## config.mk

```make
export PLATFORM = sky130hd
export DESIGN_NAME = vme_system_controller
export DESIGN_NICKNAME = d
export VERILOG_FILES = /design/src/hdl/vme_sysctl_pkg.sv /design/src/hdl/arb_level_pick.sv /design/src/hdl/vme_system_controller.sv
export SDC_FILE = /design/constraint.sdc
export NUM_CORES = 1
export LEC_CHECK = 0
export BUFFER_PORTS_ARGS = -buffer_cell sky130_fd_sc_hd__buf_4
export CAP_MARGIN = 30
export CORE_MARGIN = 2
export CORE_UTILIZATION = 45
export CTS_BUF_LIST = sky130_fd_sc_hd__clkbuf_8
export CTS_CLUSTER_SIZE = 24
export DETAILED_ROUTE_END_ITERATION = 10
export PLACE_DENSITY = 0.69
export RECOVER_POWER = 50
export REMOVE_ABC_BUFFERS = 1
export SYNTH_ARGS = -nofsm -noshare
export SYNTH_HDL_FRONTEND = slang
export SYNTH_SLANG_ARGS = --single-unit
```

## constraint.sdc

```tcl
create_clock -name i_ref_clk -period 4.8 [get_ports i_ref_clk]
set_input_delay 0.24 -clock i_ref_clk [delete_from_list [all_inputs] [get_ports i_ref_clk]]
set_output_delay 0.24 -clock i_ref_clk [all_outputs]
set_load 0.03 [all_outputs]
```

## src/hdl/vme_sysctl_pkg.sv

```systemverilog
/*
  Constants, register map and state types for the backplane system
  controller. Assumes a 200 MHz reference clock in the including design.
*/
package vme_sysctl_pkg;
  localparam int REF_CLK_MHZ = 200;
  localparam int SYSCLK_MHZ  = 16;
  localparam int NUM_LEVELS  = 4;
  localparam int LVL_W       = 2;

  // Fractional divider: toggle when the phase wraps past the modulus
  localparam logic [8:0] SYSCLK_STEP = 9'(2 * SYSCLK_MHZ);
  localparam logic [8:0] SYSCLK_MOD  = 9'(REF_CLK_MHZ);

  localparam int TMR_W          = 27;
  localparam int SYSFAIL_MS     = 500;
  localparam int SYSFAIL_CYC    = SYSFAIL_MS * 1000 * REF_CLK_MHZ;
  localparam int PU_RESET_MS    = 200;
  localparam int PU_RESET_CYC   = PU_RESET_MS * 1000 * REF_CLK_MHZ;
  localparam int PD_RESET_US    = 200;
  localparam int PD_RESET_CYC   = PD_RESET_US * REF_CLK_MHZ;
  localparam int WD_BASE_US     = 4;
  localparam int WD_BASE_CYC    = WD_BASE_US * REF_CLK_MHZ;
  localparam int WD_CNT_W       = 21;
  localparam logic [3:0] WD_SEL_MAX = 4'hB;

  // Register map, byte addresses
  localparam int ADDR_W = 4;
  localparam logic [ADDR_W-1:0] REG_IRQ_STATUS = 4'h0;
  localparam logic [ADDR_W-1:0] REG_IRQ_MASK   = 4'h4;
  localparam logic [ADDR_W-1:0] REG_STATE      = 4'h8;

  localparam int NUM_EVENTS    = 4;
  localparam int EV_WD_TIMEOUT = 0;
  localparam int EV_ACFAIL     = 1;
  localparam int EV_BUTTON     = 2;
  localparam int EV_POWER_OK   = 3;
  localparam logic [NUM_EVENTS-1:0] IRQ_MASK_RST = 4'h0;

  localparam int ST_GRANT_LSB = 0;
  localparam int ST_BBSY      = 4;
  localparam int ST_WD_ERR    = 5;
  localparam int ST_ACFAIL    = 6;
  localparam int ST_SYSRESET  = 7;
  localparam int ST_SYSFAIL   = 8;
  localparam int ST_RR_MODE   = 9;
  localparam int ST_PFSEL_LSB = 10;
  localparam int ST_WDSEL_LSB = 12;

  // Bit positions in the synchronised input bundle
  localparam int IN_BR_LSB  = 0;
  localparam int IN_BBSY    = 4;
  localparam int IN_AS      = 5;
  localparam int IN_DS0     = 6;
  localparam int IN_DS1     = 7;
  localparam int IN_DTACK   = 8;
  localparam int IN_BERR    = 9;
  localparam int IN_PF      = 10;
  localparam int IN_BUTTON  = 11;
  localparam int IN_RR_MODE = 12;
  localparam int IN_PFSEL   = 13;
  localparam int IN_WDSEL   = 15;
  localparam int NUM_IN     = 19;
  // Idle pin levels: active-low lines rest high, so no false edge
  localparam logic [NUM_IN-1:0] IN_IDLE = 19'h00BFF;

  localparam logic [1:0] PF_SEL_HIGH = 2'h1;
  localparam logic [1:0] PF_SEL_LOW  = 2'h2;

  typedef enum logic [1:0] {ARB_IDLE, ARB_GRANT, ARB_BUSY} arb_state_e;
  typedef enum logic [1:0] {WD_IDLE, WD_RUN, WD_WAIT, WD_ERR} wd_state_e;
endpackage

```

## src/hdl/arb_level_pick.sv

```systemverilog
/*
  Picks the winning request level, searching downward from a given
  top level with wrap-around. Pure combinational; used by the arbiter.
*/
`timescale 1ns/100ps
`default_nettype none
module arb_level_pick
  import vme_sysctl_pkg::*;
(
  input  wire logic [NUM_LEVELS-1:0] i_req,
  input  wire logic [LVL_W-1:0]      i_top,
  output logic                       o_valid,
  output logic [LVL_W-1:0]           o_level
);
  logic [LVL_W-1:0] cand;

  always_comb begin
    o_valid = 1'b0;
    o_level = i_top;
    cand    = i_top;
    for (int i = 0; i < NUM_LEVELS; i++) begin
      cand = i_top - LVL_W'(i);
      if (!o_valid && i_req[cand]) begin
        o_valid = 1'b1;
        o_level = cand;
      end
    end
  end
endmodule
`default_nettype wire

```

## src/hdl/vme_system_controller.sv

```systemverilog
/*
  Backplane system controller: four-level bus arbiter, bus watchdog,
  power-fail sequencing, reset/fail line timing, system clock and a
  small register port with interrupt. Assumes open-drain bus lines are
  resolved outside from the output enables, and that jumper inputs are
  static while running.
*/
`timescale 1ns/100ps
`default_nettype none
// Overview of operation
// Jumper picks fixed priority or round robin
// Fixed mode grants highest pending level
// Round robin rotates priority to spread load
// Four request levels, grant on winner's line
// Power-fail input high, low or ignored
// Power-fail raises ACFAIL, times SYSRESET
// SYSFAIL held 500 ms after events
// Watchdog starts on AS or DS assertion
// DTACK or BERR stops watchdog cleanly
// Timeout drives BERR until strobes released
// Period 4 to 8192 us, powers two
// Free-running symmetrical 16 MHz clock out (here high 6, low 6 or 7 cycles)
// After grant, priority moves below winner
// Hold grant, re-arbitrate after bus released
module vme_system_controller
  import vme_sysctl_pkg::*;
#(
  parameter int SYSFAIL_CYCLES  = SYSFAIL_CYC,
  parameter int PU_RESET_CYCLES = PU_RESET_CYC,
  parameter int PD_RESET_CYCLES = PD_RESET_CYC,
  parameter int WD_BASE_CYCLES  = WD_BASE_CYC
) (
  input  wire logic                  i_ref_clk,
  input  wire logic                  i_sys_rst,
  input  wire logic [NUM_LEVELS-1:0] i_bus_req_n,
  input  wire logic                  i_bus_busy_n,
  input  wire logic                  i_addr_strobe_n,
  input  wire logic [1:0]            i_data_strobe_n,
  input  wire logic                  i_dtack_n,
  input  wire logic                  i_berr_n,
  input  wire logic                  i_power_fail,
  input  wire logic                  i_reset_button_n,
  input  wire logic                  i_rr_mode,
  input  wire logic [1:0]            i_pf_sel,
  input  wire logic [3:0]            i_wd_sel,
  input  wire logic [ADDR_W-1:0]     i_addr,
  input  wire logic [31:0]           i_wdata,
  input  wire logic                  i_wr,
  input  wire logic                  i_rd,
  output logic [31:0]                o_rdata,
  output logic                       o_irq,
  output logic                       o_sysclk,
  output logic [NUM_LEVELS-1:0]      o_bus_grant_n,
  output logic                       o_berr_n,
  output logic                       o_berr_oe,
  output logic                       o_acfail_n,
  output logic                       o_acfail_oe,
  output logic                       o_sysreset_n,
  output logic                       o_sysreset_oe,
  output logic                       o_sysfail_n,
  output logic                       o_sysfail_oe,
  output logic                       o_berr_led,
  output logic                       o_sysfail_led
);
  logic [NUM_IN-1:0] raw_in;
  logic [NUM_IN-1:0] sync1;
  logic [NUM_IN-1:0] sync2;
  logic [NUM_IN-1:0] sync3;
  logic [NUM_IN-1:0] filt;

  assign raw_in = {i_wd_sel, i_pf_sel, i_rr_mode, i_reset_button_n,
                   i_power_fail, i_berr_n, i_dtack_n, i_data_strobe_n,
                   i_addr_strobe_n, i_bus_busy_n, i_bus_req_n};

  // Three stages per pin; a level is accepted once stages 2 and 3 agree
  genvar g;
  generate
    for (g = 0; g < NUM_IN; g++) begin : gen_sync
      always_ff @(posedge i_ref_clk) begin
        if (i_sys_rst) begin
          sync1[g] <= IN_IDLE[g];
          sync2[g] <= IN_IDLE[g];
          sync3[g] <= IN_IDLE[g];
          filt[g]  <= IN_IDLE[g];
        end else begin
          sync1[g] <= raw_in[g];
          sync2[g] <= sync1[g];
          sync3[g] <= sync2[g];
          if (sync2[g] == sync3[g]) begin
            filt[g] <= sync3[g];
          end
        end
      end
    end
  endgenerate

  logic [NUM_LEVELS-1:0] req;
  logic                  bus_busy;
  logic                  strobe;
  logic                  slave_ack;
  logic                  button;
  logic                  rr_mode;
  logic [1:0]            pf_sel;
  logic [3:0]            wd_sel;
  logic                  pf_qual;

  assign req       = ~filt[IN_BR_LSB +: NUM_LEVELS];
  assign bus_busy  = ~filt[IN_BBSY];
  assign strobe    = ~filt[IN_AS] | ~filt[IN_DS0] | ~filt[IN_DS1];
  assign slave_ack = ~filt[IN_DTACK] | ~filt[IN_BERR];
  assign button    = ~filt[IN_BUTTON];
  assign rr_mode   = filt[IN_RR_MODE];
  assign pf_sel    = filt[IN_PFSEL +: 2];
  assign wd_sel    = filt[IN_WDSEL +: 4];

  // Any other selection disables the monitor input
  assign pf_qual = (pf_sel == PF_SEL_HIGH) ? filt[IN_PF]
                 : (pf_sel == PF_SEL_LOW)  ? ~filt[IN_PF] : 1'b0;

  // Open-drain lines only ever pull low
  logic low_level;
  always_ff @(posedge i_ref_clk) begin
    low_level <= 1'b0;
  end
  assign o_berr_n     = low_level;
  assign o_acfail_n   = low_level;
  assign o_sysreset_n = low_level;
  assign o_sysfail_n  = low_level;

  // System clock. 200/16 is not whole, so edges carry one cycle of
  // jitter; the average period stays exact, high is 6 cycles, low 6 or 7.
  logic [8:0] clk_phase;
  always_ff @(posedge i_ref_clk) begin
    if (i_sys_rst) begin
      clk_phase <= 9'h000;
      o_sysclk  <= 1'b0;
    end else if (clk_phase + SYSCLK_STEP >= SYSCLK_MOD) begin
      clk_phase <= clk_phase + SYSCLK_STEP - SYSCLK_MOD;
      o_sysclk  <= ~o_sysclk;
    end else begin
      clk_phase <= clk_phase + SYSCLK_STEP;
    end
  end

  // Arbiter
  arb_state_e       arb_state;
  logic [LVL_W-1:0] rr_top;
  logic [LVL_W-1:0] pick_top;
  logic [LVL_W-1:0] pick_level;
  logic             pick_valid;
  logic [LVL_W-1:0] owner;

  assign pick_top = rr_mode ? rr_top : LVL_W'(NUM_LEVELS - 1);

  arb_level_pick u_pick (
    .i_req   (req),
    .i_top   (pick_top),
    .o_valid (pick_valid),
    .o_level (pick_level)
  );

  always_ff @(posedge i_ref_clk) begin
    if (i_sys_rst) begin
      arb_state     <= ARB_IDLE;
      rr_top        <= LVL_W'(NUM_LEVELS - 1);
      owner         <= '0;
      o_bus_grant_n <= '1;
    end else begin
      unique case (arb_state)
        ARB_IDLE: begin
          if (pick_valid && !bus_busy) begin
            owner                     <= pick_level;
            o_bus_grant_n[pick_level] <= 1'b0;
            rr_top                    <= pick_level - 1'b1;
            arb_state                 <= ARB_GRANT;
          end
        end
        ARB_GRANT: begin
          if (bus_busy) begin
            o_bus_grant_n <= '1;
            arb_state     <= ARB_BUSY;
          end else if (!req[owner]) begin
            o_bus_grant_n <= '1;
            arb_state     <= ARB_IDLE;
          end
        end
        ARB_BUSY: begin
          if (!bus_busy) begin
            arb_state <= ARB_IDLE;
          end
        end
      endcase
    end
  end

  // Bus watchdog
  wd_state_e           wd_state;
  logic [WD_CNT_W-1:0] wd_cnt;
  logic [WD_CNT_W-1:0] wd_limit;
  logic [3:0]          wd_shift;
  logic                wd_fire;

  assign wd_shift = (wd_sel > WD_SEL_MAX) ? WD_SEL_MAX : wd_sel;
  assign wd_limit = WD_CNT_W'(WD_BASE_CYCLES) << wd_shift;
  assign wd_fire  = (wd_state == WD_RUN) && !slave_ack && strobe &&
                    (wd_cnt >= wd_limit - 1'b1);

  always_ff @(posedge i_ref_clk) begin
    if (i_sys_rst) begin
      wd_state  <= WD_IDLE;
      wd_cnt    <= '0;
      o_berr_oe <= 1'b0;
    end else begin
      unique case (wd_state)
        WD_IDLE: begin
          wd_cnt <= '0;
          if (strobe) begin
            wd_state <= WD_RUN;
          end
        end
        WD_RUN: begin
          wd_cnt <= wd_cnt + 1'b1;
          if (slave_ack) begin
            wd_state <= WD_WAIT;
          end else if (!strobe) begin
            wd_state <= WD_IDLE;
          end else if (wd_fire) begin
            wd_state  <= WD_ERR;
            o_berr_oe <= 1'b1;
          end
        end
        WD_WAIT: begin
          if (!strobe) begin
            wd_state <= WD_IDLE;
          end
        end
        WD_ERR: begin
          // DTACK is ignored here; only strobe release ends the error
          if (!strobe) begin
            wd_state  <= WD_IDLE;
            o_berr_oe <= 1'b0;
          end
        end
      endcase
    end
  end

  // Power-fail, reset and fail line timing
  logic             pf_prev;
  logic             button_prev;
  logic [TMR_W-1:0] pd_cnt;
  logic             pd_reached;
  logic [TMR_W-1:0] pu_cnt;
  logic [TMR_W-1:0] sf_cnt;
  logic             acfail_rise;
  logic             pf_clear;
  logic             button_press;

  assign acfail_rise  = pf_qual & ~pf_prev;
  assign pf_clear     = ~pf_qual & pf_prev;
  assign button_press = button & ~button_prev;
  assign pd_reached   = (pd_cnt >= TMR_W'(PD_RESET_CYCLES));

  always_ff @(posedge i_ref_clk) begin
    if (i_sys_rst) begin
      pf_prev     <= 1'b0;
      button_prev <= 1'b0;
      o_acfail_oe <= 1'b0;
    end else begin
      pf_prev     <= pf_qual;
      button_prev <= button;
      o_acfail_oe <= pf_qual;
    end
  end

  // Power-down: SYSRESET follows ACFAIL after a fixed lead time
  always_ff @(posedge i_ref_clk) begin
    if (i_sys_rst) begin
      pd_cnt <= '0;
    end else if (!pf_qual) begin
      pd_cnt <= '0;
    end else if (!pd_reached) begin
      pd_cnt <= pd_cnt + 1'b1;
    end
  end

  // Power-up, restore and pushbutton: SYSRESET held for a fixed time
  always_ff @(posedge i_ref_clk) begin
    if (i_sys_rst) begin
      pu_cnt <= TMR_W'(PU_RESET_CYCLES);
    end else if (pf_clear || button) begin
      pu_cnt <= TMR_W'(PU_RESET_CYCLES);
    end else if (pu_cnt != '0) begin
      pu_cnt <= pu_cnt - 1'b1;
    end
  end

  always_ff @(posedge i_ref_clk) begin
    if (i_sys_rst) begin
      o_sysreset_oe <= 1'b1;
    end else begin
      o_sysreset_oe <= pd_reached || (pu_cnt != '0) || button;
    end
  end

  // Reset itself stands for the power-up event
  always_ff @(posedge i_ref_clk) begin
    if (i_sys_rst) begin
      sf_cnt <= TMR_W'(SYSFAIL_CYCLES);
    end else if (acfail_rise || button_press) begin
      sf_cnt <= TMR_W'(SYSFAIL_CYCLES);
    end else if (sf_cnt != '0) begin
      sf_cnt <= sf_cnt - 1'b1;
    end
  end

  always_ff @(posedge i_ref_clk) begin
    if (i_sys_rst) begin
      o_sysfail_oe  <= 1'b1;
      o_sysfail_led <= 1'b1;
      o_berr_led    <= 1'b0;
    end else begin
      o_sysfail_oe  <= (sf_cnt != '0);
      o_sysfail_led <= (sf_cnt != '0);
      o_berr_led    <= ~filt[IN_BERR];
    end
  end

  // Registers and interrupt
  logic [NUM_EVENTS-1:0] events;
  logic [NUM_EVENTS-1:0] irq_status;
  logic [NUM_EVENTS-1:0] irq_mask;
  logic [NUM_EVENTS-1:0] clear_bits;
  logic [15:0]           state_word;

  assign events[EV_WD_TIMEOUT] = wd_fire;
  assign events[EV_ACFAIL]     = acfail_rise;
  assign events[EV_BUTTON]     = button_press;
  assign events[EV_POWER_OK]   = pf_clear;

  assign clear_bits = (i_wr && i_addr == REG_IRQ_STATUS)
                    ? i_wdata[NUM_EVENTS-1:0] : '0;

  assign state_word = {wd_sel, pf_sel, rr_mode, o_sysfail_oe,
                       o_sysreset_oe, o_acfail_oe, o_berr_oe, bus_busy,
                       ~o_bus_grant_n};

  // A new event outranks a same-cycle clear so it is never lost
  always_ff @(posedge i_ref_clk) begin
    if (i_sys_rst) begin
      irq_status <= '0;
    end else begin
      irq_status <= (irq_status & ~clear_bits) | events;
    end
  end

  always_ff @(posedge i_ref_clk) begin
    if (i_sys_rst) begin
      irq_mask <= IRQ_MASK_RST;
    end else if (i_wr && i_addr == REG_IRQ_MASK) begin
      irq_mask <= i_wdata[NUM_EVENTS-1:0];
    end
  end

  always_ff @(posedge i_ref_clk) begin
    if (i_sys_rst) begin
      o_irq <= 1'b0;
    end else begin
      o_irq <= |(irq_status & irq_mask);
    end
  end

  always_ff @(posedge i_ref_clk) begin
    if (i_sys_rst) begin
      o_rdata <= '0;
    end else if (i_rd) begin
      unique case (i_addr)
        REG_IRQ_STATUS: o_rdata <= 32'(irq_status);
        REG_IRQ_MASK:   o_rdata <= 32'(irq_mask);
        REG_STATE:      o_rdata <= 32'(state_word);
        default:        o_rdata <= '0;
      endcase
    end else begin
      o_rdata <= '0;
    end
  end
endmodule
`default_nettype wire

```

==> results.py, run 1 <==
metrics = {
    "synthesis": {
        "synthArstFlopShare": 0,
        "yosysWarnings": 0,
        "synth_area_mm2": 0.00983,
        "synth_edf_count": 0,
        "post_synth.cell_area_avg_um2": 8.90,
        "ys_types": 65,
        "ys_seq_area_frac": 0.464,
        "synth_ff_type": "dfxtp_1",
        "synth_seq_cells": 228,
        "syn_inst": 1104,
    },
    "grt": {
        "grt_max_degree": 63,
        "antenna_found_initial": 2,
        "grt_pass1_vias": 6805,
        "grt_pass1_wl_mm": 31.2,
        "overflow": 0,
        "grtUsageTotal": 0.163,
    },
    "clock_network": {
        "cts_tree": "built",
        "cts_made_buffers": 39,
        "cts_root_buf": "clkbuf_8",
        "clk_pin_slew_ns": 0.06,
        "clockBufferDepth": 3,
        "htreeDepth": 2,
        "cts_setup_buffers": 0,
        "clock_sinks": 228,
        "clk_latency_ns": 0.51,
    },
    "setup_path": {
        "r2r_setup_slack_ns": 1.23,
        "start_kind": "flip-flop",
        "crit_required_ns": 5.18,
        "critPathSlowestCell": "dfxtp_1",
        "path_cells": "nand2_1 > nand2b_1 > inv_1 > ha_1 > nor3_1 > xnor2_1 > a211oi_1 > ha_1 > and4_1 > a41oi_1 > a31oi_1 > o21ai_0 > a21oi_1",
        "slowest_delay_ns": 0.67,
        "crit_family": "compound AO/OA/AOI/OAI gates",
        "path_buf_inv": 1,
        "path_class": "reg2reg",
        "cp.depth": 13,
        "ff2ff_path_depth": 13,
        "worstPathArrival_ns": 3.95,
        "crit_fanout": 19,
        "crit_top_cell": "ha_1",
        "critPathCaptureType": "flip-flop",
    },
    "power_and_ir_drop": {
        "leakagePower_nw": 4.25,
        "p_per_area_mw_per_mm2": 374,
        "total_power_mw": 4.23,
        "ir_worst_vdd_uv": 176,
    },
    "sta": {
        "maxSlewViolCount": 63,
        "rsz0062_at_grt": "no",
        "worstMarginPinSlew_ns": 2.51,
        "period_needed_ns": 3.57,
        "period_share": 0.745,
        "fin_skew_ns": 0.0185,
        "slew_headroom": -0.671,
        "tns_ns": 0,
        "final-hold-violation-count": 0,
        "setup_viol": 0,
        "timing.fmax_ghz": 0.280,
    },
    "detailed_routing": {
        "totalWireLength_mm": 18.8,
        "wl_per_cell_um": 12.6,
        "dr.pass1.iters": 4,
        "avgViaCountPerCell": 5.00,
        "ant_nets": 0,
        "post-route-drc-count": 0,
        "num_vias": 7428,
        "drtIter0Drc": 411,
    },
    "placed_design": {
        "dpl.hpwl_mm": 12.7,
        "portBuffers": 58,
        "gp_congestion": 0.817,
    },
    "status": {
        "violations": "capacitance limit, slew limit",
        "outcome": "finished, violations left",
    },
    "floorplan": {
        "dieHeight_um": 152,
        "initial_utilization": 0.455,
        "ios": 107,
        "std_cell_rows": 54,
        "die-area_mm2": 0.0230,
        "die_x_um": 152,
        "coreArea_mm2": 0.0216,
    },
    "min_path": {
        "hold_depth": 3,
        "worst_hold_path_type": "in2reg",
    },
    "final_layout": {
        "fillers": 2059,
        "layout.nets": 1280,
        "diodes": 0,
        "drive_gt1_frac": 0.116,
        "syn_to_final_growth_pct": 14.8,
    },
    "flow_run": {
        "drv_cap": 1,
    },
}
Yosys cell counts, types with 4 or more instances:
cell,count,area [um^2]
a211oi_1,11,82.6
a21o_1,7,52.6
a21oi_1,61,305
a22oi_1,5,37.5
a31oi_1,5,31.3
and2_1,23,144
and3_1,5,31.3
and4_1,5,43.8
buf_1,5,18.8
buf_4,21,158
clkbuf_1,38,143
dfxtp_1,228,4560
ha_1,38,475
inv_1,33,124
mux2i_1,6,60.1
nand2_1,96,360
nand2b_1,10,62.6
nand3_1,33,165
nand4_1,11,68.8
nor2_1,132,495
nor2b_1,39,244
nor3_1,29,145
nor4_1,16,100
nor4b_1,4,35.0
o21ai_0,31,155
o21bai_1,12,90.1
o22a_1,4,35.0
o31ai_1,4,30.0
or2_2,35,219
or3_1,16,100
or4_1,11,82.6
xnor2_1,40,350
xor2_1,44,385
timing repair:
item	4_1_cts	5_1_grt
resized for setup	0	0
hold buffers	20	0
setup endpoints to repair	0	0
endpoints found under the hold margin	20	0
stage by stage:
step / util / std cells / instance area [um^2] / worst slack [ns] / hold slack, ns
floorplan: - / 1058 / 9580 / 1.74 / 0.307
global placement: 0.481 / 1401 / 10400 / 1.30 / 0.391
detailed placement: 0.481 / 1401 / 10400 / 1.25 / 0.394
CTS: 0.527 / 1486 / 11400 / 1.24 / 0.00248
global route: 0.522 / 1487 / 11300 / 0.851 / 0.0225
finish: 0.522 / 1487 / 11300 / 1.23 / 0.0345
cells in the final DEF, fill, tap and decap left out, types with 4 or more instances in the layout:
cell type | Yosys | routed
clkbuf_4 | 0 | 12
buf_4 | 21 | 24
nor2_1 | 132 | 132
nand2b_1 | 10 | 10
a21o_1 | 7 | 7
clkinv_2 | 0 | 4
and3_1 | 5 | 5
xnor2_1 | 40 | 40
clkbuf_1 | 38 | 28
o31ai_1 | 4 | 4
a21oi_1 | 61 | 61
inv_1 | 33 | 42
nor4b_1 | 4 | 4
conb_1 | 1 | 20
a31oi_1 | 5 | 5
nand3_1 | 33 | 33
ha_1 | 38 | 38
o22a_1 | 4 | 4
a211oi_1 | 11 | 11
nor4_1 | 16 | 16
xor2_1 | 44 | 44
mux2i_1 | 6 | 6
nand4_1 | 11 | 11
nor3_1 | 29 | 29
nand2_1 | 96 | 96
dfxtp_1 | 228 | 228
dlygate4sd3_1 | 0 | 20
o21bai_1 | 12 | 12
or4_1 | 11 | 11
and2_1 | 23 | 20
nor2b_1 | 39 | 39
or3_1 | 16 | 16
and4_1 | 5 | 5
or2_2 | 35 | 35
o21ai_0 | 31 | 31
a22oi_1 | 5 | 5
clkbuf_8 | 0 | 51
area by class of cell:
class	count	area [um^2]	area share
clock buffer	51	702	0.0622
clock inverter	14	83.8	0.00743
inverter	33	124	0.0110
multi-input combinational	797	4890	0.433
sequential	228	4560	0.404
tap	280	350	0.0310
timing repair buffer	84	576	0.0510
report_power, final:
part,internal [mW],switching [mW]
Combinational,0.202,0.246
Sequential,1.98,0.0785
Clock,0.997,0.721
Total,3.18,1.05
worst register-to-register path, stage by stage (launching register included):
cell and delay (ns):
dfxtp_1 0.67, nand2_1 0.14, nand2b_1 0.14, inv_1 0.09, ha_1 0.29, nor3_1 0.43
xnor2_1 0.19, a211oi_1 0.27, ha_1 0.28, and4_1 0.22, a41oi_1 0.21, a31oi_1 0.14
o21ai_0 0.29, a21oi_1 0.10
worst paths after layout:
kind,endpoint,start
worst max register to register,irq_status[0]$_SDFF_PP0_,filt[17]$_SDFFE_PP0N_
worst max-delay path,irq_status[0]$_SDFF_PP0_,filt[17]$_SDFFE_PP0N_
worst min register to register,sync2[1]$_SDFF_PP1_,sync1[1]$_SDFF_PP1_
worst min-delay path,irq_mask[3]$_SDFFE_PP0P_,i_wdata[3]
registers in the layout, summed over array words and instances, names as in the netlist, 4 cells and up:
register,count
pd_cnt,27
pu_cnt,27
sf_cnt,27
wd_cnt,21
sync1,19
sync2,19
sync3,19
filt,18
o_rdata,16
clk_phase,6
irq_mask,4
irq_status,4
o_bus_grant_n,4
routing by layer:
| layer | GRT usage | routed length [um] | part of all wire | vias to the layer above |
|---|---|---|---|---|
| met3 | 0.0341 | 929 | 0.049 | 27 |
| li1 | - | - | - | 3879 |
| met4 | 0.0537 | 274 | 0.015 | 2 |
| met2 | 0.259 | 8330 | 0.44 | 122 |
| met1 | 0.223 | 9250 | 0.49 | 3398 |
| met5 | 0 | 16 | 0.00085 | - |
cells by family after synthesis:
group                    share of synthesized area
AO/OA/AOI/OAI                                0.107
XOR/XNOR                                    0.0749
adder cells (fa/ha/maj)                     0.0484
buffers and inverters                       0.0456
flip-flops                                   0.464
multiplexers                               0.00955
other                                     0.000382
AND/OR/NAND/NOR                              0.250
No activity file was read; power rests on OpenSTA's default activity.
==> run 2: changes to the inputs <==
==> constraint.sdc (replaced) <==
create_clock -name i_ref_clk -period 3.5 [get_ports i_ref_clk]
set_input_delay 0.175 -clock i_ref_clk [delete_from_list [all_inputs] [get_ports i_ref_clk]]
set_output_delay 0.175 -clock i_ref_clk [all_outputs]
set_load 0.03 [all_outputs]
==> results.py, run 2 (synthesis gave the netlist of run 1 again) <==
metrics = {
    "min_path": {
        "worst_hold_path_type": "in2reg",
    },
    "clock_network": {
        "cts_made_buffers": 39,
        "clk_pin_slew_ns": 0.06,
        "htreeDepth": 2,
        "cts_tree": "built",
        "cts_setup_buffers": 0,
        "cts_root_buf": "clkbuf_8",
        "clk_latency_ns": 0.53,
        "clock_sinks": 228,
        "clockBufferDepth": 3,
    },
    "sta": {
        "rsz0062_at_grt": "no",
        "slew_headroom": 0.342,
        "period_needed_ns": 3.21,
        "fin_skew_ns": 0.0200,
        "tns_ns": 0,
        "setup_viol": 0,
        "timing.fmax_ghz": 0.311,
        "worstMarginPinSlew_ns": 0.984,
        "fin_ws_ns": 0.287,
        "period_share": 0.918,
        "final-hold-violation-count": 0,
        "maxSlewViolCount": 0,
    },
    "final_layout": {
        "fin_area_mm2": 0.0114,
        "layout.nets": 1292,
        "syn_to_final_growth_pct": 15.8,
        "final_common_cell": "dfxtp_1",
        "drive_gt1_frac": 0.114,
        "diodes": 0,
        "mostFrequentLayoutCells": "dfxtp_1 (228), nor2_1 (132), nand2_1 (96), a21oi_1 (61), clkbuf_8 (51)",
        "top_regs": "pd_cnt x27, pu_cnt x27, sf_cnt x27",
        "fillers": 2017,
    },
    "detailed_routing": {
        "num_vias": 7507,
        "totalWireLength_mm": 19.3,
        "avgViaCountPerCell": 5.00,
        "wl_per_cell_um": 12.9,
        "dr.pass1.iters": 5,
        "drtIter0Drc": 401,
        "post-route-drc-count": 0,
        "ant_nets": 0,
    },
    "setup_path": {
        "worstPathArrival_ns": 3.62,
        "crit_required_ns": 3.91,
        "start_kind": "flip-flop",
        "path_class": "reg2reg",
        "critPathCaptureType": "flip-flop",
        "crit_fanout": 9,
    },
    "placed_design": {
        "dpl-instance-area_mm2": 0.0104,
        "portBuffers": 58,
        "post-place-ws_ns": 0.252,
        "dpl.hpwl_mm": 13.0,
        "gp_congestion": 0.793,
    },
    "floorplan": {
        "dieHeight_um": 152,
        "coreArea_mm2": 0.0216,
        "die_x_um": 152,
        "die-area_mm2": 0.0230,
        "initial_utilization": 0.455,
        "ios": 107,
        "std_cell_rows": 54,
    },
    "power_and_ir_drop": {
        "p_per_area_mw_per_mm2": 508,
        "clockPowerShare": 0.402,
        "sw_frac_of_total": 0.256,
        "ir_worst_vdd_uv": 314,
        "leakagePower_nw": 4.30,
        "power_switching_mw": 1.48,
        "intPower_mw": 4.30,
        "pwr-share-seq": 0.490,
        "pwr-share-comb": 0.109,
    },
    "grt": {
        "grt_pass1_vias": 7023,
        "antenna_found_initial": 2,
        "overflow": 0,
        "grtUsageTotal": 0.172,
        "grt_max_degree": 59,
        "grt_pass1_wl_mm": 32.5,
    },
    "flow_run": {
        "drv_cap": 0,
    },
    "status": {
        "outcome": "complete, no violations",
    },
}
run 2: stage by stage:
step / std cells / power [mW] / hold WS (ns) / util
floorplan: 1058 / 3.33 / 0.242 / -
global placement: 1403 / 3.47 / 0.359 / 0.482
detailed placement: 1403 / 3.48 / 0.362 / 0.482
CTS: 1501 / 5.87 / 0.0513 / 0.531
global route: 1501 / 6.09 / 0.0863 / 0.527
finish: 1501 / 5.78 / 0.0802 / 0.527
run 2: timing repair:
action | 4_1_cts | 5_1_grt
setup endpoints to repair | 0 | 3
hold endpoints to repair | 36 | 0
resized for setup | 0 | 1
hold buffers | 31 | 0
run 2: metal layers:
metal / up-vias / wire (um) / track usage
met2: 109 / 8750 / 0.283
met4: 2 / 369 / 0.0505
met1: 3455 / 9280 / 0.224
li1: 3911 / - / -
met5: - / 13 / 0
met3: 30 / 929 / 0.0413
run 2: worst max-delay path, cell delays in order, from the launching register on:
cell and delay (ns):
dfxtp_1 0.46, inv_1 0.12, nand2_1 0.12, inv_1 0.08
ha_1 0.28, nor3_2 0.36, xnor2_1 0.16, a211oi_1 0.26
ha_1 0.28, and4_1 0.22, a41oi_1 0.20, a31oi_1 0.14
o21ai_0 0.29, a21oi_1 0.12
run 2: power by group through the flow:
stage,registers [mW],logic (mW),clock network (mW)
floorplan,2.87,0.460,0
global placement,2.88,0.591,0
detailed placement,2.88,0.602,0
CTS,2.83,0.636,2.40
global route,2.85,0.723,2.52
finish,2.83,0.630,2.32
run 2: layout make-up:
class | instances | area (um^2) | area share
clock inverter | 16 | 65.1 | 0.00572
multi-input combinational | 797 | 4890 | 0.430
inverter | 33 | 124 | 0.0109
clock buffer | 51 | 702 | 0.0617
timing repair buffer | 96 | 686 | 0.0602
tap | 280 | 350 | 0.0308
sequential | 228 | 4560 | 0.401
run 2: worst paths after layout:
| path | from | endpoint | slack [ns] | cells past startpoint |
|---|---|---|---|---|
| worst max register to register | filt[16]$_SDFFE_PP0N_ | o_berr_oe$_SDFFE_PP0P_ | 0.29 | 13 |
| worst min register to register | sync1[7]$_SDFF_PP1_ | sync2[7]$_SDFF_PP1_ | 0.41 | 1 |
| worst max-delay path | filt[16]$_SDFFE_PP0N_ | o_berr_oe$_SDFFE_PP0P_ | 0.29 | 13 |
| worst min-delay path | i_addr[1] | o_rdata[3]$_SDFF_PP0_ | 0.08 | 4 |
